`src/logic/sas_pkg.sv`:
```
package sas_pkg;

    // ------------------------------------------------------------------
    // Register addresses in I/O space (word addresses)
    // ------------------------------------------------------------------
    localparam logic [15:0] ADDR_CONTROL     = 16'h6800;
    localparam logic [15:0] ADDR_RESULT      = 16'h6801;
    localparam logic [15:0] ADDR_DIVIDER_CFG = 16'h6802;
    localparam logic [15:0] ADDR_CLOCK_GATE  = 16'h6803;

    // ------------------------------------------------------------------
    // Field positions
    // ------------------------------------------------------------------
    localparam int CTL_TRIGGER_BIT  = 15;
    localparam int CTL_SEL_LSB      = 12;
    localparam int RES_PENDING_BIT  = 15;
    localparam int RES_CHAN_LSB     = 12;
    localparam int DIV_SH_LSB       = 8;
    localparam int DIV_CONV_LSB     = 0;
    localparam int GATE_IDLE_BIT    = 8;
    localparam int GATE_PRESCALE_LSB = 0;

    // ------------------------------------------------------------------
    // Widths and counts
    // ------------------------------------------------------------------
    localparam int SEL_W       = 3;
    localparam int RESULT_W    = 10;
    localparam int NUM_INPUTS  = 4;
    localparam int CONV_DIV_W  = 4;
    localparam int SH_DIV_W    = 8;
    localparam int PRESCALE_W  = 8;
    localparam int TICK_CNT_W  = 10;
    localparam int HALF_CNT_W  = 5;
    localparam int CONV_CLOCKS = 13;
    localparam logic [HALF_CNT_W-1:0] CONV_HALF_PERIODS =
        HALF_CNT_W'(2 * CONV_CLOCKS);

    // ------------------------------------------------------------------
    // Timing limits that software must respect
    // ------------------------------------------------------------------
    localparam int CLK_PERIOD_NS       = 100;
    localparam int MIN_SAMPLE_HOLD_NS  = 40000;
    localparam int MIN_SAMPLE_HOLD_CYC =
        (MIN_SAMPLE_HOLD_NS + CLK_PERIOD_NS - 1) / CLK_PERIOD_NS;
    localparam int MAX_CONV_CLK_HZ     = 2000000;

    // ------------------------------------------------------------------
    // Values after reset
    // ------------------------------------------------------------------
    localparam logic [SEL_W-1:0]      RST_SEL      = 3'h7;
    localparam logic [SH_DIV_W-1:0]   RST_SH_DIV   = 8'hff;
    localparam logic [CONV_DIV_W-1:0] RST_CONV_DIV = 4'hf;
    localparam logic [PRESCALE_W-1:0] RST_PRESCALE = 8'hff;

    typedef enum logic [1:0] {
        PH_IDLE,
        PH_SAMPLE,
        PH_CONVERT
    } sas_phase_e;

endpackage : sas_pkg

```
`src/logic/sas_adc_seq.sv`:
```
`timescale 1ns/100ps

// Behaviour
// RULE1: Each result is a 10-bit binary value of the sampled input.
// RULE2: At most one of four analog inputs is switched to the converter.
// RULE3: ADC clock is the system clock divided by prescale plus one.
// RULE4: Conversion clock is ADC clock over twice divider plus one; max 2 MHz.
// RULE5: Sample-hold time follows from ADC clock and both dividers; min 40 us.
// RULE6: Approximation phase lasts exactly 13 conversion clock cycles.
// RULE7: Total conversion is sample-hold then approximation, nothing else.
// RULE8: Single-shot only; each conversion starts by writing trigger bit 1.
// RULE9: Software keeps selector and trigger still while a conversion runs.
// RULE10: No interrupt or DMA request; software polls the pending flag.
// RULE11: Pending flag falls from 1 to 0 when the result becomes valid.
// RULE12: The selector used is echoed into the result register.
// RULE13: Idle with the peripheral domain only when idle permit is 1.
// RULE14: Four registers decode at I/O addresses 6800 through 6803.
// RULE15: Control register is read/write, holds selector and takes trigger.
// RULE16: Trigger is bit 15, writing 0 ignored, self-clears during conversion.
// RULE17: Selector codes 0..3 pick inputs 0..3; codes 4..7 open all switches.
// RULE18: Sample-hold equals ADC clock period times 2*(conv div+1+sh div).
// RULE19: Sample-hold divider in bits 15-8, conversion divider in bits 3-0.
// RULE20: Pending sets on accepted trigger and holds through both phases.
module sas_adc_seq (
    input  wire logic                           i_clk_sys,
    input  wire logic                           i_reset,
    input  wire logic [15:0]                    i_io_addr,
    input  wire logic [15:0]                    i_io_wdata,
    input  wire logic                           i_io_wr,
    input  wire logic                           i_io_rd,
    output logic      [15:0]                    o_io_rdata,
    input  wire logic                           i_periph_idle,
    input  wire logic [sas_pkg::RESULT_W-1:0]   i_sar_data,
    output logic      [sas_pkg::NUM_INPUTS-1:0] o_switch_on,
    output logic                                o_sample_hold,
    output logic                                o_conv_clk,
    output logic                                o_sar_run,
    output logic                                o_sar_done,
    output logic                                o_adc_idle
);
    import sas_pkg::*;

    // ------------------------------------------------------------------
    // Helpers
    // ------------------------------------------------------------------
    function automatic logic [TICK_CNT_W-1:0] sh_len(
        input logic [CONV_DIV_W-1:0] cdiv,
        input logic [SH_DIV_W-1:0]   sdiv
    );
        sh_len = TICK_CNT_W'(({2'b00, sdiv} + {6'h00, cdiv} + 10'h001) << 1);
    endfunction : sh_len

    // ------------------------------------------------------------------
    // State
    // ------------------------------------------------------------------
    logic                    trig;
    logic [SEL_W-1:0]        sel;
    logic [SH_DIV_W-1:0]     sh_div;
    logic [CONV_DIV_W-1:0]   conv_div;
    logic                    idle_permit;
    logic [PRESCALE_W-1:0]   prescale;
    logic                    pending;
    logic [RESULT_W-1:0]     res_data;
    logic [SEL_W-1:0]        res_chan;
    logic [SEL_W-1:0]        run_sel;
    logic [PRESCALE_W-1:0]   pre_cnt;
    logic [TICK_CNT_W-1:0]   tick_cnt;
    logic [CONV_DIV_W-1:0]   half_cnt;
    logic [HALF_CNT_W-1:0]   half_edges;
    sas_phase_e              phase;
    logic                    adc_tick;
    logic                    start;
    logic                    sample_end;
    logic                    conv_end;
    logic                    wr_ctl;
    logic [SEL_W-1:0]        route_sel;

    assign wr_ctl   = i_io_wr && (i_io_addr == ADDR_CONTROL);
    assign start    = trig && (phase == PH_IDLE);
    assign adc_tick = !o_adc_idle && (pre_cnt >= prescale);
    assign sample_end = adc_tick && (phase == PH_SAMPLE)        // see RULE5
                        && (tick_cnt == sh_len(conv_div, sh_div) - 10'h001);
    assign conv_end = adc_tick && (phase == PH_CONVERT)
                      && (half_cnt == conv_div)
                      && (half_edges == CONV_HALF_PERIODS - 5'h01);

    // ------------------------------------------------------------------
    // Register writes
    // ------------------------------------------------------------------
    // A trigger written while busy is dropped, so a stray write cannot
    // queue a second conversion behind the running one.
    always_ff @(posedge i_clk_sys) begin
        if (i_reset) begin
            trig <= 1'b0;
            sel  <= RST_SEL;
        end else begin
            if (wr_ctl) begin                                   // see RULE15
                sel <= i_io_wdata[CTL_SEL_LSB +: SEL_W];
            end
            if (start) begin
                trig <= 1'b0;                                   // see RULE16
            end else if (wr_ctl && i_io_wdata[CTL_TRIGGER_BIT]
                         && !pending) begin
                trig <= 1'b1;                                   // see RULE8
            end
        end
    end

    always_ff @(posedge i_clk_sys) begin
        if (i_reset) begin
            sh_div      <= RST_SH_DIV;
            conv_div    <= RST_CONV_DIV;
            idle_permit <= 1'b0;
            prescale    <= RST_PRESCALE;
        end else if (i_io_wr) begin
            if (i_io_addr == ADDR_DIVIDER_CFG) begin            // see RULE19
                sh_div   <= i_io_wdata[DIV_SH_LSB +: SH_DIV_W];
                conv_div <= i_io_wdata[DIV_CONV_LSB +: CONV_DIV_W];
            end
            if (i_io_addr == ADDR_CLOCK_GATE) begin
                idle_permit <= i_io_wdata[GATE_IDLE_BIT];
                prescale    <= i_io_wdata[GATE_PRESCALE_LSB +: PRESCALE_W];
            end
        end
    end

    // ------------------------------------------------------------------
    // Register reads
    // ------------------------------------------------------------------
    // Unmapped addresses and reserved bits read as zero.
    always_ff @(posedge i_clk_sys) begin
        if (i_reset) begin
            o_io_rdata <= 16'h0000;
        end else if (i_io_rd) begin                             // see RULE14
            unique case (i_io_addr)
                ADDR_CONTROL:
                    o_io_rdata <= {trig, sel, 12'h000};
                ADDR_RESULT:                                    // see RULE10
                    o_io_rdata <= {pending, res_chan, 2'b00, res_data};
                ADDR_DIVIDER_CFG:
                    o_io_rdata <= {sh_div, 4'h0, conv_div};
                ADDR_CLOCK_GATE:
                    o_io_rdata <= {7'h00, idle_permit, prescale};
                default:
                    o_io_rdata <= 16'h0000;
            endcase
        end
    end

    // ------------------------------------------------------------------
    // ADC clock prescaler and idle
    // ------------------------------------------------------------------
    // The ADC clock is a one-cycle enable rather than a real clock, which
    // keeps the whole block on one domain; idle simply freezes it.
    assign o_adc_idle = i_periph_idle && idle_permit;           // see RULE13

    // The divider restarts on start so that sampling begins on an ADC
    // clock boundary; a free-running divider would cut up to one ADC
    // period off the sample-hold interval.
    always_ff @(posedge i_clk_sys) begin
        if (i_reset || start) begin
            pre_cnt <= '0;
        end else if (!o_adc_idle) begin
            if (pre_cnt >= prescale) begin                      // see RULE3
                pre_cnt <= '0;
            end else begin
                pre_cnt <= pre_cnt + 8'h01;
            end
        end
    end

    // ------------------------------------------------------------------
    // Conversion sequence
    // ------------------------------------------------------------------
    always_ff @(posedge i_clk_sys) begin
        if (i_reset) begin
            phase <= PH_IDLE;
        end else begin
            unique case (phase)                                 // see RULE7
                PH_IDLE:    if (start) phase <= PH_SAMPLE;
                PH_SAMPLE:  if (sample_end) phase <= PH_CONVERT;
                PH_CONVERT: if (conv_end) phase <= PH_IDLE;
                default:    phase <= PH_IDLE;
            endcase
        end
    end

    always_ff @(posedge i_clk_sys) begin
        if (i_reset || start || sample_end) begin
            tick_cnt <= '0;
        end else if (adc_tick && phase == PH_SAMPLE) begin      // see RULE18
            tick_cnt <= tick_cnt + 10'h001;
        end
    end

    // The conversion clock toggles every conv_div+1 ADC ticks, giving a
    // period of 2*(conv_div+1) ticks; 26 half periods make 13 cycles.
    always_ff @(posedge i_clk_sys) begin
        if (i_reset || sample_end) begin
            half_cnt   <= '0;
            half_edges <= '0;
            o_conv_clk <= 1'b0;
        end else if (adc_tick && phase == PH_CONVERT) begin
            if (half_cnt == conv_div) begin                     // see RULE4
                half_cnt   <= '0;
                half_edges <= half_edges + 5'h01;               // see RULE6
                o_conv_clk <= !o_conv_clk;
            end else begin
                half_cnt <= half_cnt + 4'h1;
            end
        end
    end

    always_ff @(posedge i_clk_sys) begin
        if (i_reset) begin
            pending <= 1'b0;
            run_sel <= RST_SEL;
        end else if (start) begin
            pending <= 1'b1;                                    // see RULE20
            run_sel <= sel;
        end else if (conv_end) begin
            pending <= 1'b0;                                    // see RULE11
        end
    end

    always_ff @(posedge i_clk_sys) begin
        if (i_reset) begin
            res_data   <= '0;
            res_chan   <= '0;
            o_sar_done <= 1'b0;
        end else begin
            o_sar_done <= conv_end;
            if (conv_end) begin
                res_data <= i_sar_data;                         // see RULE1
                res_chan <= run_sel;                            // see RULE12
            end
        end
    end

    // ------------------------------------------------------------------
    // Analog core controls
    // ------------------------------------------------------------------
    // While busy the switches follow the latched selector, so a careless
    // write cannot move the input mid-sample.
    assign route_sel = pending ? run_sel : sel;

    always_comb begin
        o_switch_on = '0;
        if (!route_sel[SEL_W-1]) begin                          // see RULE17
            o_switch_on[route_sel[1:0]] = 1'b1;                 // see RULE2
        end
    end

    assign o_sample_hold = (phase == PH_SAMPLE);
    assign o_sar_run     = (phase == PH_CONVERT);

    // ------------------------------------------------------------------
    // Checks
    // ------------------------------------------------------------------
    logic [PRESCALE_W-1:0] gap_cnt;
    logic [TICK_CNT_W-1:0] conv_ticks;

    always_ff @(posedge i_clk_sys) begin
        if (i_reset || adc_tick || start) begin
            gap_cnt <= '0;
        end else if (!o_adc_idle) begin
            gap_cnt <= gap_cnt + 8'h01;
        end
    end

    always_ff @(posedge i_clk_sys) begin
        if (i_reset || sample_end) begin
            conv_ticks <= '0;
        end else if (adc_tick && phase == PH_CONVERT) begin
            conv_ticks <= conv_ticks + 10'h001;
        end
    end

    trig_clear_a: assert property (@(posedge i_clk_sys) // see RULE16
        disable iff (i_reset) start |=> !trig && pending)
        else $error("trigger did not clear on start");

    pend_hold_a: assert property (@(posedge i_clk_sys) // see RULE20
        disable iff (i_reset) (phase != PH_IDLE) |-> pending)
        else $error("pending low during conversion");

    result_load_a: assert property (@(posedge i_clk_sys) // see RULE11
        disable iff (i_reset)
        $fell(pending) |-> res_data == $past(i_sar_data) && o_sar_done)
        else $error("result not loaded when pending fell");

    chan_echo_a: assert property (@(posedge i_clk_sys) // see RULE12
        disable iff (i_reset)
        $fell(pending) |-> res_chan == run_sel)
        else $error("channel echo mismatch");

    switch_one_a: assert property (@(posedge i_clk_sys) // see RULE17
        disable iff (i_reset)
        $onehot0(o_switch_on) && (route_sel[2] == (o_switch_on == 4'h0)))
        else $error("input switch decode wrong");

    sample_len_a: assert property (@(posedge i_clk_sys) // see RULE18
        disable iff (i_reset)
        sample_end |-> tick_cnt + 10'h001 == sh_len(conv_div, sh_div)
        ##1 phase == PH_CONVERT)
        else $error("sample-hold length wrong");

    conv_len_a: assert property (@(posedge i_clk_sys) // see RULE6
        disable iff (i_reset)
        conv_end |-> conv_ticks + 10'h001
            == 10'(26 * ({6'h00, conv_div} + 10'h001)))
        else $error("conversion phase length wrong");

    prescale_gap_a: assert property (@(posedge i_clk_sys) // see RULE3
        disable iff (i_reset)
        adc_tick && $past(adc_tick)
        |-> prescale == 8'h00 || $changed(prescale))
        else $error("ADC clock ticks too often");

    tick_gap_a: assert property (@(posedge i_clk_sys) // see RULE3
        disable iff (i_reset)
        adc_tick && $stable(prescale) && !$past(o_adc_idle)
        |-> gap_cnt == prescale || $past(adc_tick))
        else $error("ADC clock spacing wrong");

    idle_freeze_a: assert property (@(posedge i_clk_sys) // see RULE13
        disable iff (i_reset)
        o_adc_idle && phase != PH_IDLE |=> $stable(tick_cnt)
            && $stable(half_edges))
        else $error("sequence advanced while idle");

    pend_read_a: assert property (@(posedge i_clk_sys) // see RULE10
        disable iff (i_reset)
        i_io_rd && i_io_addr == ADDR_RESULT
        |=> o_io_rdata[RES_PENDING_BIT] == $past(pending))
        else $error("pending flag not readable");

    trig_zero_a: assert property (@(posedge i_clk_sys) // see RULE16
        disable iff (i_reset)
        wr_ctl && !i_io_wdata[CTL_TRIGGER_BIT] && !trig |=> !trig)
        else $error("trigger set by a write of zero");

    conv_clk_idle_a: assert property (@(posedge i_clk_sys) // see RULE4
        disable iff (i_reset) !o_sar_run |-> !o_conv_clk)
        else $error("conversion clock high outside conversion");

endmodule : sas_adc_seq

```
`config.mk`:
```
export PLATFORM = sky130hd
export DESIGN_NAME = sas_adc_seq
export DESIGN_NICKNAME = d
export VERILOG_FILES = /design/src/logic/sas_pkg.sv /design/src/logic/sas_adc_seq.sv
export SDC_FILE = /design/constraint.sdc
export NUM_CORES = 1
export LEC_CHECK = 0
export BUFFER_PORTS_ARGS = -buffer_cell sky130_fd_sc_hd__buf_2
export CAP_MARGIN = 20
export CORE_MARGIN = 2
export CORE_UTILIZATION = 51
export CTS_BUF_LIST = sky130_fd_sc_hd__clkbuf_16
export CTS_CLUSTER_SIZE = 20
export DETAILED_ROUTE_END_ITERATION = 12
export PLACE_DENSITY_LB_ADDON = 0.05
export SLEW_MARGIN = 5
export SYNTH_ARGS = -nofsm -noshare
export SYNTH_HDL_FRONTEND = slang
export SYNTH_SLANG_ARGS = --single-unit
export TNS_END_PERCENT = 1
```
`constraint.sdc`:
```
create_clock -name i_clk_sys -period 3.1 [get_ports i_clk_sys]
set_clock_uncertainty 0.05 [all_clocks]
set_input_delay 0.775 -clock i_clk_sys [delete_from_list [all_inputs] [get_ports i_clk_sys]]
set_output_delay 0.775 -clock i_clk_sys [all_outputs]
set_load 0.01 [all_outputs]
```
* Word-level counts from Yosys, hierarchy flattened
Cells that the tools add are included.
** Storage, ports and cells
- Bits of input ports :: 47
- Register bits after elaboration :: 89
- Output and inout bits :: 25
- Logic and storage cells :: 78
** Cells by class
- Magnitude comparators :: 3
- Eq/ne operators :: 12
- Reduce and logical (&&, ||, !) cells :: 25
- Add/sub/neg operators :: 7
- Muxes and demuxes :: 13
** Operators by type and width (count)
- == test 16 x 15 -> 1 bit, second input constant :: 4
- one-hot mux 16 bit (4 select lines) :: 1
- logical AND 1 bit :: 12
- adder 10 x 1 -> 10 bit, second input constant :: 1
- == test 10 bit :: 1
- subtractor 10 x 1 -> 10 bit, second input constant :: 1
- adder 8 x 4 -> 9 bit :: 1
- adder 9 x 1 -> 9 bit, second input constant :: 1
- adder 8 x 1 -> 8 bit, second input constant :: 1
- greater-or-equal comparator 8 bit :: 1
- two-way mux 4 bit :: 2
- two-way mux 8 bit :: 1
- two-way mux 2 bit :: 3
- one-hot mux 2 bit (3 select lines) :: 1
- AND reduction 2 bit :: 3
- adder 5 x 1 -> 5 bit, second input constant :: 1
- == test 5 bit, second input constant :: 1
- adder 4 x 1 -> 4 bit, second input constant :: 1
- == test 4 bit :: 1
- != test 2 x 1 -> 1 bit, second input constant :: 2
- logical NOT 1 bit :: 3
- logical OR 1 bit :: 3
- less-than comparator 2 x 3 -> 1 bit, second input constant :: 1
- two-way mux 1 bit :: 3
- other kinds (10) :: 10

* Longest topological paths before layout
Gate-level depths: netlist of run 1.
- Depth in word-level cells :: 8
- Mapped depth :: 14
- Depth with buffers taken out :: 12

* Worst setup path after synthesis of run 1
No wires, ideal clock.
- Kind :: reg-to-reg
- From :: reg conv_div[0]
- To :: reg half_cnt[0]
- Buffers on the path :: 1
- Clock period less this slack :: 2.920 ns
- Arrival :: 2.747 ns
- Cell stages (with the launch flop) :: 14
- Setup time :: 0.123 ns
- Slack :: 0.180 ns
- Data required time :: 2.927 ns
- Cell sequence :: dfxtp_1 inv_1 ha_1 inv_1 fa_1 nand3_1 nand2_4 or3_1 a311oi_2 xnor2_1 or4_1 buf_2 o21ai_4 nor2_1
** Between the ends
- Longest elaborated chain between the ends :: 6
- Elaborated cells between the ends (all ways) :: 8
- Classes of those cells :: add/sub: 3; eq/ne: 2; mux: 1; reduce/logical: 2
** RTL lines
- start: declaration :: line sas_adc_seq.sv:59 : logic [CONV_DIV_W-1:0] conv_div;
- start signal: assignment :: line sas_adc_seq.sv:118 : conv_div <= i_io_wdata[DIV_CONV_LSB +: CONV_DIV_W];
- adder 8 x 4 -> 9 bit :: line sas_adc_seq.sv:50 : sh_len = TICK_CNT_W'(({2'b00, sdiv} + {6'h00, cdiv} + 10'h001) << 1);
- adder 9 x 1 -> 9 bit :: line sas_adc_seq.sv:50
- subtractor 10 x 1 -> 10 bit :: line sas_adc_seq.sv:82 : && (tick_cnt == sh_len(conv_div, sh_div) - 10'h001);
- == test 10 bit :: line sas_adc_seq.sv:82
- logical AND 1 bit :: line sas_adc_seq.sv:82
- logical OR 1 bit
- end signal: assignment :: line sas_adc_seq.sv:209 : half_cnt <= half_cnt + 4'h1;
- end: declaration :: line sas_adc_seq.sv:68 : logic [CONV_DIV_W-1:0] half_cnt;
Several ways; a longest one is shown, not always the timed one.
A chain may end at the register's enable or synchronous reset.

* Worst setup path in the final report of run 1
- From :: reg conv_div[0]
- To :: reg half_edges[3]
** Between the ends
- Longest elaborated chain between the ends :: 6
- Elaborated cells between the ends (all ways) :: 8
- Classes of those cells :: add/sub: 3; eq/ne: 2; reduce/logical: 3
** RTL lines
- adder 8 x 4 -> 9 bit :: line sas_adc_seq.sv:50
- adder 9 x 1 -> 9 bit :: line sas_adc_seq.sv:50
- subtractor 10 x 1 -> 10 bit :: line sas_adc_seq.sv:82
- == test 10 bit :: line sas_adc_seq.sv:82
- logical AND 1 bit :: line sas_adc_seq.sv:82
- logical OR 1 bit
- end signal: assignment :: line sas_adc_seq.sv:206 : half_edges <= half_edges + 5'h01;
- end: declaration :: line sas_adc_seq.sv:69 : logic [HALF_CNT_W-1:0] half_edges;
Several ways; a longest one is shown, not always the timed one.

==> out/metrics.json, run 1 <==
{
  "cts_num_sinks": {"value": 89},
  "p_switching": {"value": 522, "unit": "µW"},
  "cap_violations": {"value": 0},
  "yosys-top-cells-area": {"value": "sky130_fd_sc_hd__dfxtp_1 (38%), sky130_fd_sc_hd__nand2_1 (5.1%), sky130_fd_sc_hd__xor2_1 (4.9%)"},
  "grt_setup_unrepaired": {"value": "false"},
  "routedWlPerCell": {"value": 15.3, "unit": "µm"},
  "period_minus_slack": {"value": 3000, "unit": "ps"},
  "floorplan.die_area": {"value": 9940, "unit": "µm²"},
  "fin_util": {"value": 0.632},
  "synthArstFlopShare": {"value": 0},
  "final-setup-viol-count": {"value": 0},
  "flow.area_growth_from_synthesis": {"value": 19.2, "unit": "%"},
  "worst_setup_path_start_kind": {"value": "flip-flop"},
  "post_layout_nets": {"value": 686},
  "post_layout_nonfiller_instances": {"value": 733},
  "max-clock-path-buffers": {"value": 2},
  "synth-main-ff-cell": {"value": "sky130_fd_sc_hd__dfxtp_1"},
  "grt_first_pass_wirelength": {"value": 18400, "unit": "µm"},
  "drive_above_1_share": {"value": 0.213},
  "cts_buffers": {"value": 9},
  "floorplan.rows": {"value": 34},
  "outcome": {"value": "completed"},
  "routed_via_density": {"value": 5.48},
  "relative_contribution_of_sequential_cells_to_total_power": {"value": 0.491},
  "max_clock_freq": {"value": 0.333, "unit": "GHz"},
  "yosysUniqueCellTypes": {"value": 52},
  "gate_count_of_the_mapped_netlist": {"value": 548},
  "initial_core_util": {"value": 0.530},
  "hold_buffers": {"value": 0},
  "drtPass1Iterations": {"value": 4},
  "synthesis_warning_total": {"value": 0},
  "timing.reg2reg.worst_path_depth": {"value": 12},
  "placement.io_buffers": {"value": 71},
  "min_path_cells": {"value": 2},
  "wl": {"value": 11200, "unit": "µm"},
  "regToRegSetupSlack": {"value": 100, "unit": "ps"},
  "tightest_slew": {"value": 760, "unit": "ps"},
  "cp_cell_sequence": {"value": "inv_2 > ha_4 > inv_1 > fa_2 > inv_1 > ha_4 > xor2_1 > and3_1 > nand4_1 > or4_4 > o21ai_4 > nor2_1"},
  "r2r_end": {"value": "half_edges[3]"},
  "worst_ep_arrival_time": {"value": 3180, "unit": "ps"},
  "tritoncts": {"value": "yes"},
  "vias": {"value": 4016},
  "io-pin-count": {"value": 72},
  "clock_insertion_delay_worst_skew": {"value": 340, "unit": "ps"},
  "peakVddDrop": {"value": 0.285, "unit": "mV"},
  "dpl.cell_count": {"value": 712},
  "synth.net_count": {"value": 614},
  "dr.first_iter.drc_count": {"value": 154},
  "grt_max_degree": {"value": 33},
  "power.static_leakage": {"value": 0.00238, "unit": "µW"},
  "timing_hold_violations_final": {"value": 0},
  "post-synth-top-area-cell": {"value": "sky130_fd_sc_hd__dfxtp_1"},
  "worst_setup_path_endpoint": {"value": "half_edges[3]"},
  "endpoint_kind": {"value": "flip-flop"},
  "synth_area_per_cell": {"value": 8.52, "unit": "µm²"},
  "drc_errors": {"value": 0},
  "yosys.area.top_type_share": {"value": 0.382},
  "chipWidth": {"value": 99.7, "unit": "µm"},
  "slew_headroom": {"value": 0.491},
  "power.total": {"value": 2350, "unit": "µW"},
  "pwr-share-clk": {"value": 0.461},
  "clkTransAtPathRegs": {"value": 70, "unit": "ps"},
  "detailedPlacementHpwl": {"value": 8320, "unit": "µm"},
  "design.core.area": {"value": 8810, "unit": "µm²"},
  "antenna_found_initial": {"value": 0},
  "power_per_cell_area": {"value": 422, "unit": "nW/µm²"},
  "syn-cell-area": {"value": 4670, "unit": "µm²"},
  "pwr-share-comb": {"value": 0.048},
  "critical_path.slowest_cell": {"value": "sky130_fd_sc_hd__or4_4"},
  "die_y": {"value": 99.7, "unit": "µm"},
  "period_utilization_post_route": {"value": 0.969},
  "drtAntennaViolNets": {"value": 0},
  "power.share.switching": {"value": 0.223},
  "regToRegStartpoint": {"value": "conv_div[0]"},
  "number_of_flops_mapped_to_enable_cells_by_yosys": {"value": 0},
  "global_router_s_overall_resource_usage": {"value": 0.231},
  "place_ws": {"value": -112, "unit": "ps"},
  "internal-power": {"value": 1820, "unit": "µW"},
  "critPathLaunch": {"value": "conv_div[0]"},
  "worstPathBufferInverterCount": {"value": 3},
  "slew_viol_final": {"value": 0},
  "critPathKind": {"value": "flip-flop to flip-flop"},
  "timing.hold.worst.class": {"value": "flip-flop to flip-flop"},
  "via_count_of_the_first_global_routing_pass": {"value": 3942},
  "grt_remaining_overflow": {"value": 0},
  "synth-seq-area-share": {"value": 0.382},
  "critPathRequiredTime": {"value": 3270, "unit": "ps"},
  "worst_path_dominant_cell_family": {"value": "simple AND/OR/NAND/NOR gates"},
  "worst_hold_slack": {"value": 417, "unit": "ps"},
  "path_depth": {"value": 12},
  "synth-seq-cells": {"value": 89},
  "htree_levels": {"value": 3},
  "place_congestion": {"value": 0.819},
  "critPathMaxFanout": {"value": 6},
  "timing.final.ws_setup": {"value": 95.1, "unit": "ps"},
  "root_buffer": {"value": "sky130_fd_sc_hd__clkbuf_16"},
  "stage_delay_of_the_slowest_cell_on_the_critical_path": {"value": 650, "unit": "ps"},
  "diodes": {"value": 0}
}
## tightest hold or removal path, cell delays in order, from the launching register on
cell and delay (ps):
sky130_fd_sc_hd__dfxtp_1 310, sky130_fd_sc_hd__nand2b_1 60, sky130_fd_sc_hd__a21oi_1 50
## layer usage
layer	wire length (µm)	GRT usage	up-vias	part of all wire
li1	-	-	2035	-
met3	554	0.0485	20	0.049
met2	5440	0.404	84	0.48
met1	4970	0.288	1877	0.44
met4	284	0.0685	0	0.025
met5	0	0	-	0
## placed cells by master (no fill, tap or decap), types with 5 or more instances in the layout
| cell | n |
|---|---|
| sky130_fd_sc_hd__dfxtp_1 | 89 |
| sky130_fd_sc_hd__buf_2 | 71 |
| sky130_fd_sc_hd__nand2_1 | 64 |
| sky130_fd_sc_hd__nor2_1 | 57 |
| sky130_fd_sc_hd__a21oi_1 | 32 |
| sky130_fd_sc_hd__xor2_1 | 26 |
| sky130_fd_sc_hd__nand3_1 | 25 |
| sky130_fd_sc_hd__mux2i_1 | 20 |
| sky130_fd_sc_hd__inv_1 | 19 |
| sky130_fd_sc_hd__nand2b_1 | 19 |
| sky130_fd_sc_hd__xnor2_1 | 17 |
| sky130_fd_sc_hd__nand3b_1 | 16 |
| sky130_fd_sc_hd__ha_1 | 16 |
| sky130_fd_sc_hd__buf_4 | 16 |
| sky130_fd_sc_hd__o21ai_0 | 14 |
| sky130_fd_sc_hd__nand4_1 | 14 |
| sky130_fd_sc_hd__nor2b_1 | 11 |
| sky130_fd_sc_hd__mux2_2 | 10 |
| sky130_fd_sc_hd__clkbuf_16 | 9 |
| sky130_fd_sc_hd__and3_1 | 8 |
| sky130_fd_sc_hd__a22o_1 | 6 |
| sky130_fd_sc_hd__o21ai_4 | 5 |
| sky130_fd_sc_hd__a211o_1 | 5 |
## state kept, by name (all words and copies together), names as in the netlist, 4 cells and up
signal,flops
sh_div,8
conv_div,4
o_io_rdata,16
tick_cnt,10
half_edges,5
res_data,10
prescale,8
half_cnt,4
pre_cnt,8
## stage by stage
step	instance area, µm²	setup TNS, ps
6_report	5560	0
5_1_grt	5560	0
4_1_cts	5480	0
3_5_place_dp	5140	-1890
3_3_place_gp	5140	-10.1
2_1_floorplan	4670	0
## synthesized netlist by cell type, types with 16 or more instances
cell	number
sky130_fd_sc_hd__mux2i_1	20
sky130_fd_sc_hd__nand2_1	64
sky130_fd_sc_hd__clkbuf_1	20
sky130_fd_sc_hd__inv_1	20
sky130_fd_sc_hd__nand3_1	27
sky130_fd_sc_hd__a21oi_1	33
sky130_fd_sc_hd__nand2b_1	19
sky130_fd_sc_hd__xnor2_1	18
sky130_fd_sc_hd__dfxtp_1	89
sky130_fd_sc_hd__ha_1	18
sky130_fd_sc_hd__nand3b_1	16
sky130_fd_sc_hd__nor2_1	57
sky130_fd_sc_hd__xor2_1	26
## how the worst min path moves through the flow
stage / to / from / slack (ps)
3_5_place_dp: o_io_rdata[0] / o_io_rdata[0] / 410
5_1_grt: o_io_rdata[2] / o_io_rdata[2] / 440
3_3_place_gp: o_io_rdata[6] / o_io_rdata[6] / 410
6_report: o_io_rdata[5] / o_io_rdata[5] / 420
2_1_floorplan: idle_permit / idle_permit / 400
4_1_cts: o_io_rdata[0] / o_io_rdata[0] / 420
## timing repair
item / CTS / global route
pin swaps: 2 / 11
setup buffers: 0 / 3
resized for setup: 4 / 12
cloned: 2 / 0
endpoints found under the setup margin: 21 / 22
## power by group through the flow
stage                     clock network [µW]  logic [µW]  registers, µW
after floorplan                            0        62.3           1180
after global placement                     0         109           1180
after detailed placement                   0         110           1180
after CTS                               1100         112           1150
after global routing                    1140         125           1150
final                                   1080         113           1150
## cell families after synthesis
family,Yosys count,share of synthesized area
flip-flops,89,0.382
adder cells (fa/ha/maj),19,0.0525
XOR/XNOR,45,0.0876
buffers and inverters,49,0.0429
multiplexers,30,0.0670
AND/OR/NAND/NOR,239,0.258
AO/OA/AOI/OAI,77,0.110
## layout make-up
| class | instances | area (µm²) |
|---|---|---|
| clock buffers | 9 | 225 |
| clock inverters | 7 | 71.3 |
| fillers | 782 | 3240 |
| inverters | 21 | 78.8 |
| multi-input cells | 412 | 2800 |
| flip-flops and latches | 89 | 1780 |
| well taps | 108 | 135 |
| repair buffers | 87 | 475 |
(Power assumes the default switching activity.)
==> run 2: changes to the inputs <==
PLACE_DENSITY = 0.76   (was default)
PLACE_DENSITY_LB_ADDON = default   (was 0.05)
SLEW_MARGIN = default   (was 5)
==> run 2 against run 1 <==
Routed wire length is 1.1% higher. Final cell count fell by 0.82%. Clock-buffer cell count unchanged. Combinational power is essentially flat. Global-route usage about the same. Utilization decreased by 0.92 points. Non-clock buffer count decreased by 6. Critical path type unchanged. Register-to-register slack worse by 50 ps.
==> out/metrics.json, run 2 (synthesis gave the netlist of run 1 again) <==
{
  "cts.repair_timing.setup_buffer_count": {"value": 0, "change": "unchanged"},
  "via_count_of_the_first_global_routing_pass": {"value": 3945, "change": "+0.076%"},
  "largest_register_ff_count": {"value": 16, "change": "unchanged"},
  "critical_path.slowest_cell": {"value": "sky130_fd_sc_hd__or4_4"},
  "critPathRequiredTime": {"value": 3260, "unit": "ps", "change": "about the same"},
  "grt_max_degree": {"value": 54, "change": "+64%"},
  "cts_buffers": {"value": 9, "change": "unchanged"},
  "slew_viol_final": {"value": 0, "change": "unchanged"},
  "place_congestion": {"value": 0.881, "change": "+7.5%"},
  "worstPathBufferInverterCount": {"value": 3, "change": "unchanged"},
  "drc_errors": {"value": 0, "change": "unchanged"},
  "detailedPlacementHpwl": {"value": 8250, "unit": "µm", "change": "-0.76%"},
  "layout.cells.most_common_list": {"value": "sky130_fd_sc_hd__dfxtp_1 (89), sky130_fd_sc_hd__buf_2 (71), sky130_fd_sc_hd__nand2_1 (64), sky130_fd_sc_hd__nor2_1 (57), sky130_fd_sc_hd__a21oi_1 (33)"},
  "drive_above_1_share": {"value": 0.204, "change": "-0.00925"},
  "worst_hold_slack": {"value": 415, "unit": "ps", "change": "-1.61 ps"},
  "dpl.cell_count": {"value": 709, "change": "-0.42%"},
  "dpl-instance-area": {"value": 5120, "unit": "µm²", "change": "-0.44%"},
  "flow.area_growth_from_synthesis": {"value": 17.4, "unit": "%"},
  "design.core.area": {"value": 8810, "unit": "µm²", "change": "unchanged"},
  "final-setup-viol-count": {"value": 0, "change": "unchanged"},
  "vias": {"value": 4130, "change": "+2.8%"},
  "timing_hold_violations_final": {"value": 0, "change": "unchanged"},
  "cts_num_sinks": {"value": 89, "change": "unchanged"},
  "chipWidth": {"value": 99.7, "unit": "µm", "change": "unchanged"},
  "stage_delay_of_the_slowest_cell_on_the_critical_path": {"value": 440, "unit": "ps", "change": "-210 ps"},
  "wl": {"value": 11400, "unit": "µm", "change": "+1.1%"},
  "io-pin-count": {"value": 72, "change": "unchanged"},
  "routed_via_density": {"value": 5.68, "change": "+3.7%"},
  "floorplan.rows": {"value": 34, "change": "unchanged"},
  "grt_remaining_overflow": {"value": 0, "change": "unchanged"},
  "layout_commonest_cell": {"value": "sky130_fd_sc_hd__dfxtp_1"},
  "fin_area": {"value": 5480, "unit": "µm²", "change": "-1.5%"},
  "power.static_leakage": {"value": 0.00236, "unit": "µW", "change": "-0.95%"},
  "worst_setup_path_start_kind": {"value": "flip-flop"},
  "cp_cell_sequence": {"value": "inv_1 > ha_2 > inv_1 > fa_2 > nand3_2 > nand2_4 > or4_4 > a311oi_2 > xor3_1 > o21ai_1 > buf_4 > a2bb2oi_1 > nor2_1"},
  "routedWlPerCell": {"value": 15.6, "unit": "µm", "change": "+1.9%"},
  "max-clock-path-buffers": {"value": 2, "change": "unchanged"},
  "slew_headroom": {"value": 0.428, "change": "-0.0639"},
  "registers.top_by_ff_count": {"value": "o_io_rdata"},
  "endpoint_kind": {"value": "flip-flop"},
  "outcome": {"value": "completed"},
  "dr.first_iter.drc_count": {"value": 203, "change": "+32%"},
  "final_tns_setup": {"value": 0, "unit": "ps", "change": "unchanged"},
  "power_per_cell_area": {"value": 425, "unit": "nW/µm²", "change": "+0.88%"},
  "floorplan.die_area": {"value": 9940, "unit": "µm²", "change": "unchanged"},
  "max_clock_freq": {"value": 0.328, "unit": "GHz", "change": "-1.5%"},
  "period_minus_slack": {"value": 3050, "unit": "ps", "change": "+46.7 ps"},
  "place_ws": {"value": -72.6, "unit": "ps", "change": "+39.0 ps"},
  "critPathKind": {"value": "flip-flop to flip-flop"},
  "placement.io_buffers": {"value": 71, "change": "unchanged"},
  "layout_top_registers": {"value": "o_io_rdata (16), res_data (10), tick_cnt (10)"},
  "critPathMaxFanout": {"value": 6, "change": "unchanged"},
  "htree_levels": {"value": 3, "change": "unchanged"},
  "post_layout_nets": {"value": 680, "change": "-0.87%"},
  "worst_ep_arrival_time": {"value": 3210, "unit": "ps", "change": "+30 ps"},
  "cap_violations": {"value": 0, "change": "unchanged"},
  "die_y": {"value": 99.7, "unit": "µm", "change": "unchanged"},
  "worst_path_dominant_cell_family": {"value": "simple AND/OR/NAND/NOR gates"},
  "timing.final.ws_setup": {"value": 48.4, "unit": "ps", "change": "-46.7 ps"},
  "tightest_slew": {"value": 859, "unit": "ps", "change": "+98.6 ps"},
  "post_layout_nonfiller_instances": {"value": 727, "change": "-0.82%"},
  "drtAntennaViolNets": {"value": 0, "change": "unchanged"},
  "antenna_found_initial": {"value": 0, "change": "unchanged"},
  "critPathMostFrequentCell": {"value": "sky130_fd_sc_hd__inv_1"},
  "grt_first_pass_wirelength": {"value": 18500, "unit": "µm", "change": "+0.56%"},
  "period_utilization_post_route": {"value": 0.984, "change": "+0.0151"},
  "clock_insertion_delay_worst_skew": {"value": 340, "unit": "ps", "change": "about the same"},
  "grt_setup_unrepaired": {"value": "true"},
  "drtPass1Iterations": {"value": 5, "change": "+1"},
  "global_router_s_overall_resource_usage": {"value": 0.231, "change": "about the same"},
  "diodes": {"value": 0, "change": "unchanged"},
  "peakVddDrop": {"value": 0.237, "unit": "mV", "change": "-17%"},
  "timing.hold.worst.class": {"value": "flip-flop to flip-flop"},
  "initial_core_util": {"value": 0.530, "change": "unchanged"},
  "root_buffer": {"value": "sky130_fd_sc_hd__clkbuf_16"},
  "tritoncts": {"value": "yes"},
  "clkTransAtPathRegs": {"value": 70, "unit": "ps", "change": "about the same"}
}
-- run 2: layout make-up --
type                    count  area [µm²]
fillers                   757        3320
clock inverters             7        66.3
clock buffers               9         225
flip-flops and latches     89        1780
multi-input cells         412        2760
inverters                  21        78.8
well taps                 108         135
repair buffers             81         430
-- run 2: repair_timing --
action                                  in CTS  in global routing
gates cloned                                 2                  0
endpoints found under the hold margin        0                  0
gates resized for setup                      3                  8
endpoints found under the setup margin      21                 22
pin swaps                                    3                  2
hold buffers                                 0                  0
-- run 2: report_power, final --
part	total (µW)	internal (µW)	leakage (µW)	switching, µW
registers	1150	1150	0.000718	4.66
clock network	1070	566	0.000145	501
logic	113	51.7	0.00150	61.7
-- run 2: metrics by stage --
step / utilization / total power [µW]
floorplan: - / 1240
global placement: 0.581 / 1280
detailed placement: 0.581 / 1290
CTS: 0.618 / 2340
global route: 0.622 / 2400
finish: 0.622 / 2330
-- run 2: path summary, 6_finish.rpt --
path	depth (start not counted)	startpoint	slack [ps]	end
hold / removal	2	o_io_rdata[4]	420	o_io_rdata[4]
setup / recovery	13	conv_div[0]	50	phase[1]
hold reg to reg	2	o_io_rdata[4]	420	o_io_rdata[4]
setup reg to reg	13	conv_div[0]	50	phase[1]
-- run 2: worst register-to-register path, stage by stage (launching register included) --
cell and delay, ps:
sky130_fd_sc_hd__dfxtp_1 320, sky130_fd_sc_hd__inv_1 90, sky130_fd_sc_hd__ha_2 200, sky130_fd_sc_hd__inv_1 70
sky130_fd_sc_hd__fa_2 370, sky130_fd_sc_hd__nand3_2 110, sky130_fd_sc_hd__nand2_4 70, sky130_fd_sc_hd__or4_4 440
sky130_fd_sc_hd__a311oi_2 350, sky130_fd_sc_hd__xor3_1 270, sky130_fd_sc_hd__o21ai_1 120, sky130_fd_sc_hd__buf_4 220
sky130_fd_sc_hd__a2bb2oi_1 200, sky130_fd_sc_hd__nor2_1 50
-- run 2: metal layers --
layer	global-route usage	wire, µm
met1	0.305	5170
met2	0.380	5190
met3	0.0443	753
met4	0.0822	253
met5	0	0
==> run 3: changes to the inputs <==
CELL_PAD_IN_SITES_DETAIL_PLACEMENT = 1   (was default)
CELL_PAD_IN_SITES_GLOBAL_PLACEMENT = 1   (was default)
CORE_UTILIZATION = 39   (was 51)
PLACE_DENSITY = default   (was 0.76)
PLACE_DENSITY_LB_ADDON = 0.1   (was default)
==> run 3 against run 2 <==
Sequential cell count unchanged. Combinational power barely moved. Sequential share of layout area decreased by 0.88 points. Design area is 2.9% higher. Largest cell class unchanged. Largest power group unchanged.
==> out/metrics.json, run 3 (synthesis gave the netlist of run 1 again) <==
{
  "outcome": {"value": "completed"},
  "placement.io_buffers": {"value": 71, "change": "unchanged"},
  "internal-power": {"value": 1740, "unit": "µW", "change": "-1.4%"},
  "floorplan.die_area": {"value": 12900, "unit": "µm²", "change": "+29%"},
  "detailedPlacementHpwl": {"value": 9490, "unit": "µm", "change": "+15%"},
  "root_buffer": {"value": "sky130_fd_sc_hd__clkbuf_16"},
  "cts_num_sinks": {"value": 89, "change": "unchanged"},
  "antenna_found_initial": {"value": 0, "change": "unchanged"},
  "final_tns_setup": {"value": 0, "unit": "ps", "change": "unchanged"},
  "grt_first_pass_wirelength": {"value": 21000, "unit": "µm", "change": "+13%"},
  "routedWlPerCell": {"value": 16.7, "unit": "µm", "change": "+7.1%"},
  "final-setup-viol-count": {"value": 0, "change": "unchanged"},
  "initial_core_util": {"value": 0.404, "change": "-0.126"},
  "drc_errors": {"value": 0, "change": "unchanged"},
  "fin_area": {"value": 5640, "unit": "µm²", "change": "+2.9%"},
  "grt_remaining_overflow": {"value": 0, "change": "unchanged"},
  "layout.cells.most_common_list": {"value": "sky130_fd_sc_hd__dfxtp_1 (88), sky130_fd_sc_hd__buf_2 (71), sky130_fd_sc_hd__nand2_1 (64), sky130_fd_sc_hd__nor2_1 (56), sky130_fd_sc_hd__a21oi_1 (33)"},
  "power.static_leakage": {"value": 0.00238, "unit": "µW", "change": "+0.92%"},
  "drtPass1Iterations": {"value": 5, "change": "unchanged"},
  "relative_contribution_of_sequential_cells_to_total_power": {"value": 0.502, "change": "+0.008"},
  "routed_via_density": {"value": 5.32, "change": "-6.3%"},
  "cap_violations": {"value": 0, "change": "unchanged"},
  "timing.final.ws_setup": {"value": 145, "unit": "ps", "change": "+96.4 ps"},
  "cts_buffers": {"value": 9, "change": "unchanged"},
  "drive_above_1_share": {"value": 0.221, "change": "+0.0178"},
  "layout_commonest_cell": {"value": "sky130_fd_sc_hd__dfxtp_1"},
  "peakVddDrop": {"value": 0.260, "unit": "mV", "change": "+9.7%"},
  "registers.top_by_ff_count": {"value": "o_io_rdata"},
  "io-pin-count": {"value": 72, "change": "unchanged"},
  "max_clock_freq": {"value": 0.338, "unit": "GHz", "change": "+3.3%"},
  "endpoint_kind": {"value": "flip-flop"},
  "flow.area_growth_from_synthesis": {"value": 20.8, "unit": "%"},
  "post_layout_nets": {"value": 689, "change": "+1.3%"},
  "timing_hold_violations_final": {"value": 0, "change": "unchanged"},
  "power_per_cell_area": {"value": 407, "unit": "nW/µm²", "change": "-4.4%"},
  "pwr-share-clk": {"value": 0.447, "change": "-0.011"},
  "vias": {"value": 4105, "change": "-0.61%"},
  "worst_ep_arrival_time": {"value": 3150, "unit": "ps", "change": "-60 ps"},
  "floorplan.rows": {"value": 39, "change": "+15%"},
  "diodes": {"value": 0, "change": "unchanged"},
  "dpl-instance-area": {"value": 5260, "unit": "µm²", "change": "+2.7%"},
  "power.share.switching": {"value": 0.241, "change": "-0.00220"},
  "layout_top_registers": {"value": "o_io_rdata (16), res_data (10), tick_cnt (10)"},
  "worst_path_dominant_cell_family": {"value": "simple AND/OR/NAND/NOR gates"},
  "chipWidth": {"value": 113, "unit": "µm", "change": "+14%"},
  "worst_setup_path_start_kind": {"value": "flip-flop"},
  "critPathMaxFanout": {"value": 6, "change": "unchanged"},
  "worstPathBufferInverterCount": {"value": 3, "change": "unchanged"},
  "via_count_of_the_first_global_routing_pass": {"value": 4211, "change": "+6.7%"},
  "wl": {"value": 12900, "unit": "µm", "change": "+14%"},
  "timing.hold.worst.class": {"value": "flip-flop to flip-flop"},
  "clkTransAtPathRegs": {"value": 70, "unit": "ps", "change": "about the same"},
  "critPathRequiredTime": {"value": 3290, "unit": "ps", "change": "+30 ps"},
  "max-clock-path-buffers": {"value": 2, "change": "unchanged"},
  "n_fill_cell": {"value": 1394, "change": "+84%"},
  "p_switching": {"value": 553, "unit": "µW", "change": "-2.6%"},
  "drtAntennaViolNets": {"value": 0, "change": "unchanged"},
  "critical_path.slowest_cell": {"value": "sky130_fd_sc_hd__or4_4"},
  "period_minus_slack": {"value": 2960, "unit": "ps", "change": "-96.4 ps"},
  "stage_delay_of_the_slowest_cell_on_the_critical_path": {"value": 650, "unit": "ps", "change": "+210 ps"},
  "clock_insertion_delay_worst_skew": {"value": 350, "unit": "ps", "change": "about the same"},
  "die_y": {"value": 113, "unit": "µm", "change": "+14%"},
  "critPathKind": {"value": "flip-flop to flip-flop"},
  "place_ws": {"value": -54.4, "unit": "ps", "change": "+18.2 ps"},
  "tightest_slew": {"value": 592, "unit": "ps", "change": "-267 ps"},
  "place_congestion": {"value": 0.782, "change": "-11%"},
  "fin_util": {"value": 0.488, "change": "-0.135"},
  "slew_headroom": {"value": 0.604, "change": "+0.176"},
  "global_router_s_overall_resource_usage": {"value": 0.205, "change": "-0.0265"},
  "design.core.area": {"value": 11600, "unit": "µm²", "change": "+31%"},
  "cts.repair_timing.setup_buffer_count": {"value": 0, "change": "unchanged"},
  "grt_max_degree": {"value": 51, "change": "-5.6%"},
  "dr.first_iter.drc_count": {"value": 182, "change": "-10%"},
  "pwr-share-comb": {"value": 0.051, "change": "+0.002"},
  "slew_viol_final": {"value": 0, "change": "unchanged"},
  "period_utilization_post_route": {"value": 0.953, "change": "-0.0311"},
  "htree_levels": {"value": 3, "change": "unchanged"},
  "cp_cell_sequence": {"value": "inv_2 > ha_4 > inv_1 > fa_2 > inv_2 > ha_4 > xor2_1 > and3_1 > nand4_1 > or4_4 > o21ai_4 > nor2_1"},
  "largest_register_ff_count": {"value": 16, "change": "unchanged"},
  "tritoncts": {"value": "yes"}
}
[run 3: cell count changes in the layout (fill, tap and decap cells not counted), sizes merged]
| cell | previous run | this run |
|---|---|---|
| buf | 81 | 90 |
| clkinvlp | 0 | 4 |
| inv | 25 | 21 |
[run 3: area by class of cell]
class	instances	area (µm²)	area share
inverter	21	78.8	0.0140
timing repair buffer	90	527	0.0934
sequential	89	1780	0.316
clock buffer	9	225	0.0399
clock inverter	7	46.3	0.00821
multi-input combinational	412	2800	0.496
tap	143	179	0.0317
[run 3: metrics by stage]
step / std cells / hold slack, ps / power (µW)
floorplan: 548 / 396 / 1240
global placement: 753 / 403 / 1290
detailed placement: 753 / 406 / 1290
CTS: 771 / 417 / 2330
global route: 771 / 436 / 2380
finish: 771 / 415 / 2290
[run 3: worst paths after layout]
path	from	end	slack, ps	cells after the start
hold reg to reg	o_io_rdata[4]	o_io_rdata[4]	420	2
setup / recovery	conv_div[0]	half_edges[0]	140	12
setup reg to reg	conv_div[0]	half_edges[0]	140	12
hold / removal	o_io_rdata[4]	o_io_rdata[4]	420	2
[run 3: routing by layer]
metal,GRT usage,up-vias,part of all wire
met5,0,-,0
met4,0.0805,0,0.017
met3,0.0335,13,0.041
met2,0.331,77,0.45
met1,0.275,1981,0.49
li1,-,2034,-
[run 3: worst min-delay path: stages, from the launching register on]
cell                       delay, ps
sky130_fd_sc_hd__dfxtp_1         310
sky130_fd_sc_hd__nand2b_1         60
sky130_fd_sc_hd__a21oi_1          50
[run 3: what timing repair did]
action                     CTS  global route
setup endpoints to repair   20            22
resized for setup            4            17
cloned                       2             0
hold buffers                 0             0
pin swaps                    2            11
[run 3: power by group through the flow]
stage / Sequential [µW] / Combinational (µW) / Clock [µW]
6_report: 1150 / 116 / 1030
5_1_grt: 1150 / 127 / 1100
4_1_cts: 1150 / 116 / 1060
3_5_place_dp: 1180 / 114 / 0
3_3_place_gp: 1180 / 112 / 0
2_1_floorplan: 1180 / 62.3 / 0
